### config.mk
export PLATFORM = sky130hd
export DESIGN_NAME = sox_expander
export DESIGN_NICKNAME = d
export VERILOG_FILES = /design/src/logic/sox_pkg.sv /design/src/logic/sox_expander.sv
export SDC_FILE = /design/constraint.sdc
export NUM_CORES = 1
export LEC_CHECK = 0
export BUFFER_PORTS_ARGS = -buffer_cell sky130_fd_sc_hd__buf_2
export CORE_ASPECT_RATIO = 0.8
export CORE_MARGIN = 2
export CORE_UTILIZATION = 52
export DETAILED_ROUTE_END_ITERATION = 8
export GPL_ROUTABILITY_DRIVEN = 1
export GPL_TIMING_DRIVEN = 0
export HOLD_SLACK_MARGIN = 0.03
export PLACE_DENSITY = 0.75
export SLEW_MARGIN = 20
export SYNTH_ARGS = -nofsm -noshare
export SYNTH_HDL_FRONTEND = slang
export SYNTH_SLANG_ARGS = --single-unit
### constraint.sdc
create_clock -name sys_clk -period 3.97 [get_ports sys_clk]
set_input_delay 0.5955 -clock sys_clk [delete_from_list [all_inputs] [get_ports sys_clk]]
set_output_delay 0.5955 -clock sys_clk [all_outputs]
set_load 0.05 [all_outputs]
### src/logic/sox_pkg.sv
// constants and carrier types for the serial octal port expander
// What this block does
// - four 8-bit registers: direction, input level, output level, polarity inversion.
// - after power-up all pins are inputs.
// - a set polarity bit inverts the matching input register read bit.
// - every register is readable over the serial bus.
// - reset pin low restores all registers and the bus state machine.
// - power-on reset holds the block until port supply valid, then defaults.
// - alert asserts low when any input pin differs from its stored input value.
// - rising or falling edge on an input pin raises the alert.
// - alert clears when the pin returns, or when the input port is read.
// - read clearing takes effect at the acknowledge bit after clock rising edge.
// - a change during the acknowledge pulse of a read may be lost.
// - after clearing, each further input change raises the alert again.
// - other devices' traffic leaves alert untouched; output pins never alert.
// - switching a pin from output to input may raise a spurious alert.
// - alert output is open-drain: pulls low or releases, never drives high.
// - an input pin has both drivers off, high-impedance.
// - an output pin is driven by its output register bit.
// - one address-select input chooses between two target addresses.
// - a START begins a transfer from any bus state, so a repeated start needs no STOP.
// - address is 0x20 when select low, 0x21 when high; last bit is read.
// - command byte after write address is the pointer; 0..3 select registers.
// - input register writes do nothing; reads give pin levels, inverted where the polarity bit is set.
// - output register reads return the stored flip-flops, not the pins.
`default_nettype none
package sox_pkg;
   localparam logic [6:0] ADDR_BASE  = 7'h20;
   localparam logic [1:0] REG_INPUT  = 2'h0;
   localparam logic [1:0] REG_OUTPUT = 2'h1;
   localparam logic [1:0] REG_POLAR  = 2'h2;
   localparam logic [1:0] REG_DIR    = 2'h3;
   localparam logic [7:0] RST_OUTPUT = 8'hFF;
   localparam logic [7:0] RST_POLAR  = 8'h00;
   localparam logic [7:0] RST_DIR    = 8'hFF;
   localparam int unsigned CLK_MHZ   = 100;
   localparam int unsigned ALERT_NS  = 4000;
   localparam int unsigned ALERT_CYC = ALERT_NS * CLK_MHZ / 1000;

   typedef enum logic [6:0] {
      SOX_IDLE = 7'h01,
      SOX_ADDR = 7'h02,
      SOX_AACK = 7'h04,
      SOX_WBYT = 7'h08,
      SOX_WACK = 7'h10,
      SOX_RBYT = 7'h20,
      SOX_RACK = 7'h40
   } sox_state_t;

   typedef struct packed {
      logic [7:0] output_q;
      logic [7:0] polar_q;
      logic [7:0] dir_q;
      logic [7:0] in_q;
      logic [1:0] ptr_q;
   } sox_regs_t;

   typedef struct packed {
      sox_state_t state_q;
      logic [7:0] shift_q;
      logic [3:0] bitcnt_q;
      logic       rnw_q;
      logic       first_q;
      logic       sda_oe_q;
      logic       readin_q;
   } sox_bus_t;

   typedef struct packed {
      logic [1:0] scl_s;
      logic [1:0] sda_s;
      logic [1:0] scl_r;
      logic [1:0] sda_r;
      logic [7:0] pin_s0;
      logic [7:0] pin_s1;
   } sox_sync_t;

   typedef struct packed {
      sox_regs_t regs;
      sox_bus_t  bus;
      sox_sync_t sync;
   } sox_state_all_t;
endpackage
`default_nettype wire

### src/logic/sox_expander.sv
// serial octal port expander: two-wire target, port registers and change alert
`default_nettype none
module sox_expander (
   input  wire logic       sys_clk,       // 100 MHz system clock
   input  wire logic       rstn,          // async reset, low active
   input  wire logic       clk_en,        // freezes all state while low
   input  wire logic       rst_pin_n,     // device reset pin, low active
   input  wire logic       supply_ok,     // port supply valid from power monitor
   input  wire logic       addr_sel,      // target address select
   input  wire logic       scl_in,        // serial clock level
   input  wire logic       sda_in,        // serial data level
   output logic            sda_out,       // serial data drive value, always low
   output logic            sda_oe,        // high while pulling data low
   input  wire logic [7:0] expander_port_pins_in,  // port pin levels
   output logic [7:0]      expander_port_pins_out, // port pin drive values
   output logic [7:0]      expander_port_pins_oe,  // high where pin driven
   output logic            alert_out,     // alert drive value, always low
   output logic            alert_oe       // high while pulling alert low
);
   sox_pkg::sox_state_all_t s_q, s_d;
   logic       blk_rst;
   logic       scl_rise, scl_fall, start_c, stop_c, sda_v, scl_v;
   logic [7:0] pins, rdata, diff;
   logic [6:0] my_addr;
   logic       alert_raw;

   // ******************************************************
   // combined reset and bus condition decode
   // ******************************************************
   logic [1:0] rsync_q;
   logic       rst_hold_q;
   logic [1:0] asel_q;
   logic       addr_sel_q;

   // both pin and power monitor force defaults, synchronously sampled
   assign blk_rst  = rst_hold_q;
   always_ff @(posedge sys_clk or negedge rstn) begin
      if (!rstn) begin
         rsync_q    <= 2'h0;
         rst_hold_q <= 1'b1;
      end else if (clk_en) begin
         rsync_q    <= {rsync_q[0], rst_pin_n & supply_ok};
         rst_hold_q <= ~rsync_q[1];
      end
   end

   assign scl_v    = s_q.sync.scl_s[1];
   assign sda_v    = s_q.sync.sda_s[1];
   assign scl_rise = scl_v & ~s_q.sync.scl_r[0];
   assign scl_fall = ~scl_v & s_q.sync.scl_r[0];
   assign start_c  = scl_v & s_q.sync.scl_r[0] & ~sda_v & s_q.sync.sda_r[0];
   assign stop_c   = scl_v & s_q.sync.scl_r[0] & sda_v & ~s_q.sync.sda_r[0];
   assign pins     = s_q.sync.pin_s1;
   assign my_addr  = sox_pkg::ADDR_BASE | {6'h00, addr_sel_q};

   always_ff @(posedge sys_clk or negedge rstn) begin
      if (!rstn) begin
         asel_q     <= 2'h0;
         addr_sel_q <= 1'b0;
      end else if (clk_en) begin
         asel_q     <= {asel_q[0], addr_sel};
         addr_sel_q <= asel_q[1];
      end
   end

   function automatic logic [7:0] sox_read(input sox_pkg::sox_regs_t r, input logic [7:0] p);
      case (r.ptr_q)
         sox_pkg::REG_INPUT:  sox_read = p ^ r.polar_q;
         sox_pkg::REG_OUTPUT: sox_read = r.output_q;
         sox_pkg::REG_POLAR:  sox_read = r.polar_q;
         default:             sox_read = r.dir_q;
      endcase
   endfunction

   assign rdata     = sox_read(s_q.regs, pins);
   assign diff      = (pins ^ s_q.regs.in_q) & s_q.regs.dir_q;
   assign alert_raw = |diff;

   // ******************************************************
   // next-state logic
   // ******************************************************
   always_comb begin
      s_d = s_q;
      s_d.sync.scl_s  = {s_q.sync.scl_s[0], scl_in};
      s_d.sync.sda_s  = {s_q.sync.sda_s[0], sda_in};
      s_d.sync.scl_r  = {s_q.sync.scl_r[0], scl_v};
      s_d.sync.sda_r  = {s_q.sync.sda_r[0], sda_v};
      s_d.sync.pin_s0 = expander_port_pins_in;
      s_d.sync.pin_s1 = s_q.sync.pin_s0;
      if (start_c) begin
         s_d.bus.state_q  = sox_pkg::SOX_ADDR;
         s_d.bus.bitcnt_q = 4'h0;
         s_d.bus.sda_oe_q = 1'b0;
      end else if (stop_c) begin
         s_d.bus.state_q  = sox_pkg::SOX_IDLE;
         s_d.bus.sda_oe_q = 1'b0;
      end else begin
         case (s_q.bus.state_q)
            sox_pkg::SOX_IDLE: s_d.bus.sda_oe_q = 1'b0;
            sox_pkg::SOX_ADDR, sox_pkg::SOX_WBYT: begin
               if (scl_rise) begin
                  s_d.bus.shift_q  = {s_q.bus.shift_q[6:0], sda_v};
                  s_d.bus.bitcnt_q = s_q.bus.bitcnt_q + 4'h1;
               end
               if (scl_fall && s_q.bus.bitcnt_q == 4'h8) begin
                  s_d.bus.bitcnt_q = 4'h0;
                  if (s_q.bus.state_q == sox_pkg::SOX_ADDR) begin
                     if (s_q.bus.shift_q[7:1] == my_addr) begin
                        s_d.bus.rnw_q    = s_q.bus.shift_q[0];
                        s_d.bus.first_q  = 1'b1;
                        s_d.bus.sda_oe_q = 1'b1;
                        s_d.bus.state_q  = sox_pkg::SOX_AACK;
                     end else begin
                        s_d.bus.state_q = sox_pkg::SOX_IDLE;
                     end
                  end else begin
                     if (s_q.bus.first_q)
                        s_d.regs.ptr_q = s_q.bus.shift_q[1:0];
                     else
                        case (s_q.regs.ptr_q)
                           sox_pkg::REG_OUTPUT: s_d.regs.output_q = s_q.bus.shift_q;
                           sox_pkg::REG_POLAR:  s_d.regs.polar_q  = s_q.bus.shift_q;
                           sox_pkg::REG_DIR:    s_d.regs.dir_q    = s_q.bus.shift_q;
                           default:             s_d.regs.dir_q    = s_q.regs.dir_q;
                        endcase
                     s_d.bus.first_q  = 1'b0;
                     s_d.bus.sda_oe_q = 1'b1;
                     s_d.bus.state_q  = sox_pkg::SOX_WACK;
                  end
               end
            end
            sox_pkg::SOX_AACK, sox_pkg::SOX_WACK: begin
               if (scl_fall) begin
                  if (s_q.bus.rnw_q && s_q.bus.state_q == sox_pkg::SOX_AACK) begin
                     s_d.bus.shift_q  = rdata;
                     s_d.bus.readin_q = (s_q.regs.ptr_q == sox_pkg::REG_INPUT);
                     s_d.bus.sda_oe_q = ~rdata[7];
                     s_d.bus.bitcnt_q = 4'h1;
                     s_d.bus.state_q  = sox_pkg::SOX_RBYT;
                  end else begin
                     s_d.bus.sda_oe_q = 1'b0;
                     s_d.bus.bitcnt_q = 4'h0;
                     s_d.bus.state_q  = sox_pkg::SOX_WBYT;
                  end
               end
            end
            sox_pkg::SOX_RBYT: begin
               if (scl_fall) begin
                  if (s_q.bus.bitcnt_q == 4'h8) begin
                     s_d.bus.sda_oe_q = 1'b0;
                     s_d.bus.state_q  = sox_pkg::SOX_RACK;
                  end else begin
                     s_d.bus.sda_oe_q = ~s_q.bus.shift_q[3'(7 - s_q.bus.bitcnt_q)];
                     s_d.bus.bitcnt_q = s_q.bus.bitcnt_q + 4'h1;
                  end
               end
            end
            sox_pkg::SOX_RACK: begin
               if (scl_rise) begin
                  // input snapshot refreshed in the acknowledge pulse clears the alert
                  if (s_q.bus.readin_q)
                     s_d.regs.in_q = pins;
                  if (sda_v)
                     s_d.bus.state_q = sox_pkg::SOX_IDLE;
                  else begin
                     s_d.bus.state_q = sox_pkg::SOX_AACK;
                  end
               end
            end
            default: s_d.bus.state_q = sox_pkg::SOX_IDLE;
         endcase
      end
      if (blk_rst) begin
         s_d.regs.output_q = sox_pkg::RST_OUTPUT;
         s_d.regs.polar_q  = sox_pkg::RST_POLAR;
         s_d.regs.dir_q    = sox_pkg::RST_DIR;
         s_d.regs.ptr_q    = sox_pkg::REG_INPUT;
         s_d.regs.in_q     = pins;
         s_d.bus.state_q   = sox_pkg::SOX_IDLE;
         s_d.bus.sda_oe_q  = 1'b0;
         s_d.bus.bitcnt_q  = 4'h0;
      end
   end

   always_ff @(posedge sys_clk or negedge rstn) begin
      if (!rstn) begin
         s_q <= '{regs: '{output_q: sox_pkg::RST_OUTPUT, polar_q: sox_pkg::RST_POLAR,
                          dir_q: sox_pkg::RST_DIR, in_q: 8'h00, ptr_q: 2'h0},
                  bus:  '{state_q: sox_pkg::SOX_IDLE, shift_q: 8'h00, bitcnt_q: 4'h0,
                          rnw_q: 1'b0, first_q: 1'b0, sda_oe_q: 1'b0, readin_q: 1'b0},
                  sync: '{scl_s: 2'h3, sda_s: 2'h3, scl_r: 2'h3, sda_r: 2'h3,
                          pin_s0: 8'h00, pin_s1: 8'h00}};
      end else if (clk_en) begin
         s_q <= s_d;
      end
   end

   // ******************************************************
   // outputs
   // ******************************************************
   logic alert_q;
   always_ff @(posedge sys_clk or negedge rstn) begin
      if (!rstn)
         alert_q <= 1'b0;
      else if (clk_en)
         alert_q <= alert_raw & ~blk_rst;
   end
   assign alert_out = 1'b0;
   assign alert_oe  = alert_q;
   assign sda_out   = 1'b0;
   assign sda_oe    = s_q.bus.sda_oe_q;
   assign expander_port_pins_out = s_q.regs.output_q;
   assign expander_port_pins_oe  = ~s_q.regs.dir_q;

   // ******************************************************
   // assertions
   // ******************************************************
   property p_alert_cause;
      @(posedge sys_clk) disable iff (!rstn) (clk_en && !blk_rst && alert_raw) |=> alert_oe;
   endproperty
   a_alert_cause: assert property (p_alert_cause) else $error("alert missed input change");
   property p_alert_quiet;
      @(posedge sys_clk) disable iff (!rstn) (clk_en && diff == 8'h00) |=> !alert_oe;
   endproperty
   a_alert_quiet: assert property (p_alert_quiet) else $error("alert without change");
   property p_out_pins_quiet;
      @(posedge sys_clk) disable iff (!rstn) ((pins ^ s_q.regs.in_q) == ~s_q.regs.dir_q) |-> !alert_raw;
   endproperty
   a_out_pins_quiet: assert property (p_out_pins_quiet) else $error("output pin raised alert");
   property p_hiz_input;
      @(posedge sys_clk) disable iff (!rstn) (expander_port_pins_oe & s_q.regs.dir_q) == 8'h00;
   endproperty
   a_hiz_input: assert property (p_hiz_input) else $error("input pin driven");
   property p_out_value;
      @(posedge sys_clk) disable iff (!rstn) expander_port_pins_out == s_q.regs.output_q;
   endproperty
   a_out_value: assert property (p_out_value) else $error("pin value not output register");
   property p_reset_defaults;
      @(posedge sys_clk) disable iff (!rstn) (clk_en && blk_rst) |=> (s_q.regs.dir_q == sox_pkg::RST_DIR
         && s_q.regs.polar_q == sox_pkg::RST_POLAR && s_q.bus.state_q == sox_pkg::SOX_IDLE);
   endproperty
   a_reset_defaults: assert property (p_reset_defaults) else $error("reset did not restore defaults");
   property p_clear_on_read;
      @(posedge sys_clk) disable iff (!rstn) (clk_en && !blk_rst && !start_c && !stop_c
         && s_q.bus.state_q == sox_pkg::SOX_RACK && scl_rise && s_q.bus.readin_q)
         |=> s_q.regs.in_q == $past(pins);
   endproperty
   a_clear_on_read: assert property (p_clear_on_read) else $error("read did not refresh input");
   property p_stop_idle;
      @(posedge sys_clk) disable iff (!rstn) (clk_en && stop_c && !start_c) |=> s_q.bus.state_q == sox_pkg::SOX_IDLE;
   endproperty
   a_stop_idle: assert property (p_stop_idle) else $error("stop did not idle bus");
   // the input snapshot moves only in a read acknowledge or in reset
   property p_in_hold;
      @(posedge sys_clk) disable iff (!rstn) (clk_en && !blk_rst && s_q.bus.state_q != sox_pkg::SOX_RACK)
         |=> s_q.regs.in_q == $past(s_q.regs.in_q);
   endproperty
   a_in_hold: assert property (p_in_hold) else $error("input snapshot moved outside a read");
   property p_idle_release;
      @(posedge sys_clk) disable iff (!rstn) (clk_en && s_q.bus.state_q == sox_pkg::SOX_IDLE) |=> !sda_oe;
   endproperty
   a_idle_release: assert property (p_idle_release) else $error("data line held on idle bus");
   property p_addr_ack;
      @(posedge sys_clk) disable iff (!rstn) (clk_en && !blk_rst && !start_c && !stop_c && scl_fall
         && s_q.bus.state_q == sox_pkg::SOX_ADDR && s_q.bus.bitcnt_q == 4'h8
         && s_q.bus.shift_q[7:1] == {sox_pkg::ADDR_BASE[6:1], addr_sel_q}) |=> sda_oe;
   endproperty
   a_addr_ack: assert property (p_addr_ack) else $error("own address not acknowledged");
   property p_addr_other;
      @(posedge sys_clk) disable iff (!rstn) (clk_en && !blk_rst && !start_c && !stop_c && scl_fall
         && s_q.bus.state_q == sox_pkg::SOX_ADDR && s_q.bus.bitcnt_q == 4'h8
         && s_q.bus.shift_q[7:1] != {sox_pkg::ADDR_BASE[6:1], addr_sel_q})
         |=> (!sda_oe && s_q.bus.state_q == sox_pkg::SOX_IDLE);
   endproperty
   a_addr_other: assert property (p_addr_other) else $error("foreign address answered");
   c_restart: cover property (@(posedge sys_clk) disable iff (!rstn) start_c && s_q.bus.state_q != sox_pkg::SOX_IDLE);
   c_alert: cover property (@(posedge sys_clk) disable iff (!rstn) $rose(alert_oe));
   c_read:  cover property (@(posedge sys_clk) disable iff (!rstn) s_q.bus.state_q == sox_pkg::SOX_RACK);
   c_write: cover property (@(posedge sys_clk) disable iff (!rstn) s_q.bus.state_q == sox_pkg::SOX_WACK);
endmodule
`default_nettype wire

==> results of run 1 <==
==> cell usage after synthesis, types with 5 or more instances <==
library cell,count,area share (%)
o21ai_0,19,2.0
mux2i_1,11,2.3
nor3_1,12,1.3
dfstp_2,24,13
xnor2_1,8,1.5
dfrtp_1,62,32
nor2_1,53,4.1
nand3_1,8,0.83
buf_4,11,1.7
nor2b_1,22,2.9
a31oi_1,9,1.2
clkbuf_1,16,1.3
a31o_1,5,0.91
a21oi_1,35,3.6
inv_1,18,1.4
nand2_1,20,1.6
a2111oi_0,10,1.8
mux2_2,42,9.9
==> cells by family (layout without fill, tap and decap cells) <==
group | after synthesis | count (layout) | share of synthesized area (%)
simple gates | 150 | 150 | 16.6
compound gates | 111 | 111 | 15.2
flops | 86 | 86 | 45.5
mux | 59 | 59 | 14.1
buf+inv | 55 | 105 | 5.87
xor+xnor | 12 | 12 | 2.19
fa+ha+maj | 2 | 2 | 0.521
other cells | 1 | 2 | 0.0781
==> path summary, 6_finish.rpt <==
| kind | to | slack [ps] | cells past startpoint |
|---|---|---|---|
| min in group sys_clk | blk_rst | 430 | 1 |
| worst min register to register | blk_rst | 430 | 1 |
| worst max register to register | s_q[66] | 1200 | 8 |
| worst max-delay path | s_q[66] | 1200 | 8 |
| worst min-delay path | rsync_q[1] | 250 | 1 |
| max in group asynchronous | s_q[61] | 3020 | 2 |
==> area by class of cell <==
cell class / count / area share [%]
plain buffers: 36 / 3.87
well taps: 115 / 2.65
clock inverters: 6 / 0.968
clock buffers: 10 / 4.40
multi-input cells: 336 / 43.1
repair buffers: 34 / 3.46
inverters: 19 / 1.31
flip-flops and latches: 86 / 40.2
==> state kept, by name, summed over array words and instances (netlist names) <==
register                flops
alert_oe                    1
s_q                        48
rsync_q                     2
s_d                        14
expander_port_pins_out      8
sda_oe                      1
blk_rst                     1
asel_q                      2
pins                        8
addr_sel_q                  1
==> metal layers <==
layer  share of wire (%)  global-route usage, %  vias up
li1                    -                      -     1789
met1                  48                   38.4     1924
met2                  44                   37.3      162
met3                 6.4                   4.72       17
met4                 1.5                   7.20        0
met5                   0                      0        -
==> stage by stage <==
stage                     setup slack, ps  total power [mW]  utilization [%]
after floorplan                      1630              1.54                -
after global placement               1270              1.68             56.8
after detailed placement             1200              1.70             57.1
after CTS                            1190              2.52             60.3
after global routing                 1030              2.62             60.3
final                                1200              2.51             60.3
==> report_power, final <==
group | leakage [nW] | switching [mW] | internal, mW | total (mW)
registers | 1.06 | 0.109 | 1.02 | 1.13
clock network | 0.137 | 0.370 | 0.450 | 0.820
logic | 1.17 | 0.358 | 0.208 | 0.566
==> results.cfg, run 1 <==
[outcome]
status = finished clean

[clock_tree]
cts_hold_buf = 0
root_buffer = clkbuf_16
cts_buffer_depth = 2
cts_tree = done
cts-buffers-inserted = 9
clock_sinks = 86
path_clk_slew_ps = 70
cts_resized = 0
cts_setup_buffers = 0
h-tree-depth = 3
clk_latency_ps = 340

[place]
hpwl_um = 8550
placed_area_mm2 = 0.00513
io_buffers = 33
gp_congestion = 0.956
dp.cells = 626

[drt]
drt_iter0_markers = 431
avgViaCountPerCell = 6.06
vias = 3892
ant_nets = 0
firstDrtPassIters = 6
wl_per_cell_um = 18.6
drt_wl_total_um = 12000
drc = 0

[finish]
n_fill_cell = 757
multiInputGateArea_mm2 = 0.00234
design_area_mm2 = 0.00543
layout-drive-gt1-share_pct = 28.7
final_cell_mix = dfrtp_1, nor2_1, mux2_2
antenna_cells = 0
stdcell_count = 642
synthToLayoutAreaGrowth_pct = 13.1
fin_nets = 540
seq_area_mm2 = 0.00218
final_common_cell = dfrtp_1

[critical_path]
path_cells = inv_1 > ha_1 > and3b_1 > nand2_1 > or3_1 > a211oi_2 > buf_2 > mux2_1
critPathLaunch = s_q[28]
path_class = flip-flop to flip-flop
crit_path_max_fanout = 10
worstPathRequired_ps = 4200
worstPathArrival_ps = 2990
max_stage_delay_ps = 470
critPathLaunchType = flip-flop
cp_num_buf_inv = 2
crit_path_end_kind = flip-flop
rr_startpoint = s_q[28]
cpMaxStageDelayCell = dfrtp_1
critPathTopFamily = simple AND/OR/NAND/NOR gates

[floorplanning]
die_w_um = 111
rows = 31
core_mm2 = 0.00900
dieArea_mm2 = 0.0100
die_h_um = 89.9
start_util_pct = 53.3
io_pins = 36

[synth]
yosysWarnings = 0
syn-mean-instance-area_um2 = 10.1
synth_edf_count = 0
syn_inst = 476
synth.cell_area_mm2 = 0.00480
async_reset_ff_share_pct = 100
synth_flop_cell = dfrtp_1
ys_seq_area_share_pct = 45.5
ys_ff_latch = 86
synth_cell_type_count = 71

[sta]
rsz0062_at_grt = false
period_share_pct = 69.7
fmax_ghz = 0.362
worst-slew-pin-transition_ps = 627
fin_tns_setup_ps = 0
fin_skew_ps = 9.39
slew_headroom_pct = 58.2
setup_viol_count_final = 0
slew_viol_final = 0
hold_viol = 0
holdWs_ps = 249
timing.final.crit_period_ps = 2770

[power]
p_leak_nw = 2.36
p_per_area_mw_per_mm2 = 463
ir_drop_mv = 0.334

[worst_hold_path]
holdCritPathClass = input port to async pin

[job]
drv_cap = 0

[global_route]
gr-total-overflow = 0
antenna_found_initial = 0
grt_max_degree = 46
grt_pass1_vias = 3923
grt_pass1_wl_um = 20300
grt.total_usage_pct = 25.3
Power figures use the tool's default switching activity.
==> run 2, diff against run 1 <==
--- a/config.mk
+++ b/config.mk
@@ -13,7 +13,7 @@
 export GPL_ROUTABILITY_DRIVEN = 1
 export GPL_TIMING_DRIVEN = 0
 export HOLD_SLACK_MARGIN = 0.03
-export PLACE_DENSITY = 0.75
+export PLACE_DENSITY = 0.78
 export SLEW_MARGIN = 20
 export SYNTH_ARGS = -nofsm -noshare
 export SYNTH_HDL_FRONTEND = slang
==> constraint.sdc (replaced) <==
create_clock -name sys_clk -period 2.3 [get_ports sys_clk]
set_input_delay 0.345 -clock sys_clk [delete_from_list [all_inputs] [get_ports sys_clk]]
set_output_delay 0.345 -clock sys_clk [all_outputs]
set_load 0.05 [all_outputs]
==> run 2 against run 1 <==
Against the previous run:
- the run now ends with negative setup slack left
- register-to-register slack worse by 1200 ps
- final cell count increased by 3.6%
- total power increased by 82%
- sequential share of layout area shrank 2.9 points
- sequential cell count unchanged
- sequential power rose by 73%
- critical path type unchanged
==> results.cfg, run 2 (same netlist as run 1, synthesis figures left out) <==
[power]
switching_share_pct = 32.9
p_comb_share_pct = 23.7
p_int_mw = 3.06
total_power_mw = 4.56
p_per_area_mw_per_mm2 = 776
p_switching_mw = 1.50
ir_drop_mv = 0.632
p_seq_share_pct = 42.9
p_leak_nw = 2.56
p_clk_share_pct = 33.4

[finish]
antenna_cells = 0
stdcell_count = 665
final_cell_mix = dfrtp_1, nor2_1, mux2_2
largest_reg_flops = 48
fin_util_pct = 65.3
synthToLayoutAreaGrowth_pct = 22.4
layout-drive-gt1-share_pct = 38.7
n_fill_cell = 696
fin_nets = 563
multiInputGateArea_mm2 = 0.00251
final_common_cell = dfrtp_1
seq_area_mm2 = 0.00219
largest_register = s_q

[sta]
slew_viol_final = 0
hold_viol = 0
fin_tns_setup_ps = -23.5
layout_setup_ws_ps = -23.5
fmax_ghz = 0.430
setup_viol_count_final = 1
worst-slew-pin-transition_ps = 659
period_share_pct = 101
timing.final.crit_period_ps = 2320
rsz0062_at_grt = true
slew_headroom_pct = 54.9
fin_skew_ps = 6.99
holdWs_ps = 236

[global_route]
grt.total_usage_pct = 26.1
antenna_found_initial = 0
grt_pass1_wl_um = 20800
grt_max_degree = 56
gr-total-overflow = 0
grt_pass1_vias = 4056

[place]
hpwl_um = 8530
io_buffers = 33
gp_congestion = 0.913
dp.cells = 626

[outcome]
violations = negative setup slack
status = finished with violations

[critical_path]
path_class = flip-flop to flip-flop
worstPathArrival_ps = 2550
critPathLaunch = s_q[35]
r2r_cells = 6
worstPathRequired_ps = 2530
cp_num_buf_inv = 0
r2r_slack_ps = -20
critPathLaunchType = flip-flop
cpMaxStageDelayCell = or4_4
rr_startpoint = s_q[35]
crit_path_end_kind = flip-flop
crit_path_max_fanout = 5
path_cells = or4_4 > nor4b_4 > a21oi_1 > or3_1 > o311a_1 > o22a_1
cp.depth = 6
critPathTopFamily = simple AND/OR/NAND/NOR gates
endpoint = sda_oe
crit-reg2reg-capture = sda_oe
max_stage_delay_ps = 560

[job]
drv_cap = 0

[drt]
firstDrtPassIters = 5
avgViaCountPerCell = 6.24
vias = 4152
drt-met1-wl_um = 5310
drc = 0
drt_iter0_markers = 444
drt_wl_total_um = 13100
wl_met3_um = 1270
wl_per_cell_um = 19.6
ant_nets = 0
wl_met2_um = 6130
top_layer_used = met4

[clock_tree]
path_clk_slew_ps = 60
root_buffer = clkbuf_16
cts-buffers-inserted = 9
cts_tree = done
h-tree-depth = 3
clk_latency_ps = 340
clock_sinks = 86
cts_buffer_depth = 2

[floorplanning]
io_pins = 36
core_mm2 = 0.00900
die_h_um = 89.9
die_w_um = 111
start_util_pct = 53.3
rows = 31
dieArea_mm2 = 0.0100

[worst_hold_path]
holdCritPathClass = input port to flip-flop
min_from = expander_port_pins_in[7]
whs_path_depth = 2
run 2: changes by cell type in the layout (fill, tap and decap cells not counted), moves of 4 or more:
cell | before | now
dfrtp_1 | 62 | 54
buf_4 | 12 | 37
dfrtp_2 | 0 | 8
clkbuf_1 | 16 | 8
nor2_1 | 53 | 49
run 2: timing repair:
item / in CTS / in global routing
hold buffers: 1 / 0
buffers inserted: 13 / 12
gates resized for setup: 28 / 39
endpoints found under the hold margin: 23 / 0
setup endpoints to repair: 44 / 46
cloned: 1 / 0
pin swaps: 9 / 15
run 2: worst min-delay path by stage:
stage                             to  slack [ps]
final                         s_d[7]         240
after global routing          s_d[7]         230
after CTS                     s_d[7]         230
after detailed placement  rsync_q[0]         320
after global placement       blk_rst         400
after floorplan           addr_sel_q          50
run 2: cell type report:
class	count	area share, %
Clock inverter	6	1.28
Buffer	33	3.94
Multi-Input combinational cell	336	42.7
Inverter	19	1.28
Tap cell	115	2.45
Timing Repair Buffer	60	6.96
Sequential cell	86	37.3
Clock buffer	10	4.07
run 2: power by group through the flow:
stage	registers [mW]	logic (mW)	clock network, mW
detailed placement	1.96	0.978	0
global route	1.97	1.15	1.61
global placement	1.95	0.947	0
CTS	1.94	1.05	1.55
floorplan	1.90	0.751	0
finish	1.96	1.08	1.52
run 2: through the flow:
| step | worst slack [ps] | instance area, um2 |
|---|---|---|
| 2_1_floorplan | 27.5 | 4810 |
| 3_3_place_gp | -346 | 5110 |
| 3_5_place_dp | -375 | 5140 |
| 4_1_cts | 5.19 | 5680 |
| 5_1_grt | -82.9 | 5880 |
| 6_report | -23.5 | 5880 |
run 2: routing by layer:
layer  GRT usage, %  vias up
li1               -     1839
met1           36.1     2043
met2           40.9      228
met3           5.46       42
met4           9.57        0
met5              0        -
run 2: worst register-to-register path, cell delays in order (launching register included):
cell and delay, ps:
dfrtp_2 440, or4_4 560, nor4b_4 290, a21oi_1 110, or3_1 320, o311a_1 290
o22a_1 210
==> run 3, diff against run 2 <==
--- a/config.mk
+++ b/config.mk
@@ -13,7 +13,7 @@
 export GPL_ROUTABILITY_DRIVEN = 1
 export GPL_TIMING_DRIVEN = 0
 export HOLD_SLACK_MARGIN = 0.03
-export PLACE_DENSITY = 0.78
+export PLACE_DENSITY = 0.81
 export SLEW_MARGIN = 20
 export SYNTH_ARGS = -nofsm -noshare
 export SYNTH_HDL_FRONTEND = slang
==> run 3 against run 2 <==
Against the previous run:
- the flow still finishes with violations (negative setup slack)
- register-to-register slack worse by 80 ps
- design area is 0.72% higher
- hold slack better by 3.3 ps
- wire length hardly changed
- die area stayed put
- setup slack worse by 84 ps
- largest cell class unchanged
==> results.cfg, run 3 (same netlist as run 1, synthesis figures left out) <==
[outcome]
status = finished with violations
violations = negative setup slack

[drt]
avgViaCountPerCell = 6.25
wl_per_cell_um = 19.4
drt_iter0_markers = 421
vias = 4208
ant_nets = 0
drc = 0
firstDrtPassIters = 5
drt_wl_total_um = 13100

[critical_path]
max_stage_delay_ps = 570
critPathLaunchType = flip-flop
path_class = flip-flop to flip-flop
cpMaxStageDelayCell = a2111oi_0
path_cells = buf_4 > buf_4 > mux4_1 > a2111oi_0 > a211oi_1 > nor3_1 > o22a_1
worstPathArrival_ps = 2680
crit_path_end_kind = flip-flop
worstPathRequired_ps = 2580
critPathMostFrequentCell = buf_4
crit_path_max_fanout = 5

[sta]
fmax_ghz = 0.415
period_share_pct = 105
hold_viol = 0
worst-slew-pin-transition_ps = 591
layout_setup_ws_ps = -108
fin_skew_ps = 8.28
setup_viol_count_final = 1
slew_headroom_pct = 59.6
rsz0062_at_grt = true
timing.final.crit_period_ps = 2410
slew_viol_final = 0
fin_tns_setup_ps = -108

[place]
dp.cells = 626
io_buffers = 33
hpwl_um = 8460
gp_congestion = 0.928
dp_slack_ps = -362

[clock_tree]
path_clk_slew_ps = 70
clk_latency_ps = 340
clock_sinks = 86
cts_tree = done
h-tree-depth = 3
root_buffer = clkbuf_16
cts-buffers-inserted = 9
cts_buffer_depth = 2

[floorplanning]
rows = 31
die_h_um = 89.9
dieArea_mm2 = 0.0100
die_w_um = 111
start_util_pct = 53.3
io_pins = 36
core_mm2 = 0.00900

[global_route]
antenna_found_initial = 0
grt.total_usage_pct = 25.7
grt_pass1_wl_um = 20600
grt_max_degree = 46
grt_pass1_vias = 4041
gr-total-overflow = 0

[power]
p_per_area_mw_per_mm2 = 769
ir_drop_mv = 0.673
p_leak_nw = 2.58

[finish]
largest_reg_flops = 48
synthToLayoutAreaGrowth_pct = 23.3
fin_nets = 571
antenna_cells = 0
layout-drive-gt1-share_pct = 39.2
multiInputGateArea_mm2 = 0.00251
n_fill_cell = 667
final_cell_mix = dfrtp_1, nor2_1, buf_4
stdcell_count = 673
largest_register = s_q
final_common_cell = dfrtp_1
seq_area_mm2 = 0.00219

[worst_hold_path]
holdCritPathClass = input port to flip-flop

[job]
drv_cap = 0
-- run 3: changes by cell type in the layout (fill, tap and decap cells not counted), moves of 2 or more --
cell,change
a21oi_1,-3
a21oi_2,+3
buf_4,+6
clkbuf_2,+2
-- run 3: power by group --
part	internal (mW)	switching (mW)
Clock	0.862	0.643
Combinational	0.429	0.677
Sequential	1.76	0.185
Total	3.05	1.50
-- run 3: stage by stage --
| stage | hold slack (ps) | cell area, um2 | utilization [%] | total power, mW |
|---|---|---|---|---|
| after floorplan | 49.4 | 4810 | - | 2.65 |
| after global placement | 403 | 5110 | 56.8 | 2.89 |
| after detailed placement | 375 | 5140 | 57.1 | 2.94 |
| after CTS | 232 | 5660 | 62.9 | 4.49 |
| after global routing | 234 | 5920 | 65.8 | 4.73 |
| final | 239 | 5920 | 65.8 | 4.55 |
-- run 3: layout make-up --
| type | count | area share [%] |
|---|---|---|
| timing repair buffer | 67 | 7.70 |
| sequential | 86 | 37.0 |
| inverter | 19 | 1.21 |
| clock buffer | 10 | 3.87 |
| buffer | 34 | 4.00 |
| multi-input combinational | 336 | 42.5 |
| tap | 115 | 2.43 |
| clock inverter | 6 | 1.27 |
-- run 3: worst paths after layout --
path | end | slack [ps] | cells after the start | startpoint
worst max-delay path | sda_oe | -110 | 7 | s_q[35]
min in group asynchronous | rsync_q[0] | 540 | 2 | rstn
worst max register to register | sda_oe | -110 | 7 | s_q[35]
max in group asynchronous | expander_port_pins_out[7] | 1060 | 3 | rstn
worst min-delay path | asel_q[0] | 240 | 2 | addr_sel
worst min register to register | blk_rst | 420 | 1 | rsync_q[1]
-- run 3: worst max-delay path, delay by kind of cell (launching register included) --
| kind | cells | cell delay, ps |
|---|---|---|
| AO/OA/AOI/OAI | 3 | 890 |
| buffers and inverters | 2 | 280 |
| flip-flops | 1 | 420 |
| multiplexers | 1 | 490 |
| AND/OR/NAND/NOR | 1 | 270 |
-- run 3: repair_timing --
item,CTS,global route
setup buffers,16,15
hold buffers,1,0
cloned,1,0
pin swaps,14,16
resized for setup,26,44
endpoints found under the setup margin,44,43
hold endpoints to repair,30,0
-- run 3: routing by layer --
metal	vias up	GRT usage, %	part of all wire (%)
met2	249	39.7	45
met3	44	5.33	9.2
met4	0	8.64	2.9
met1	2052	36.5	43
li1	1863	-	-
met5	-	0	0
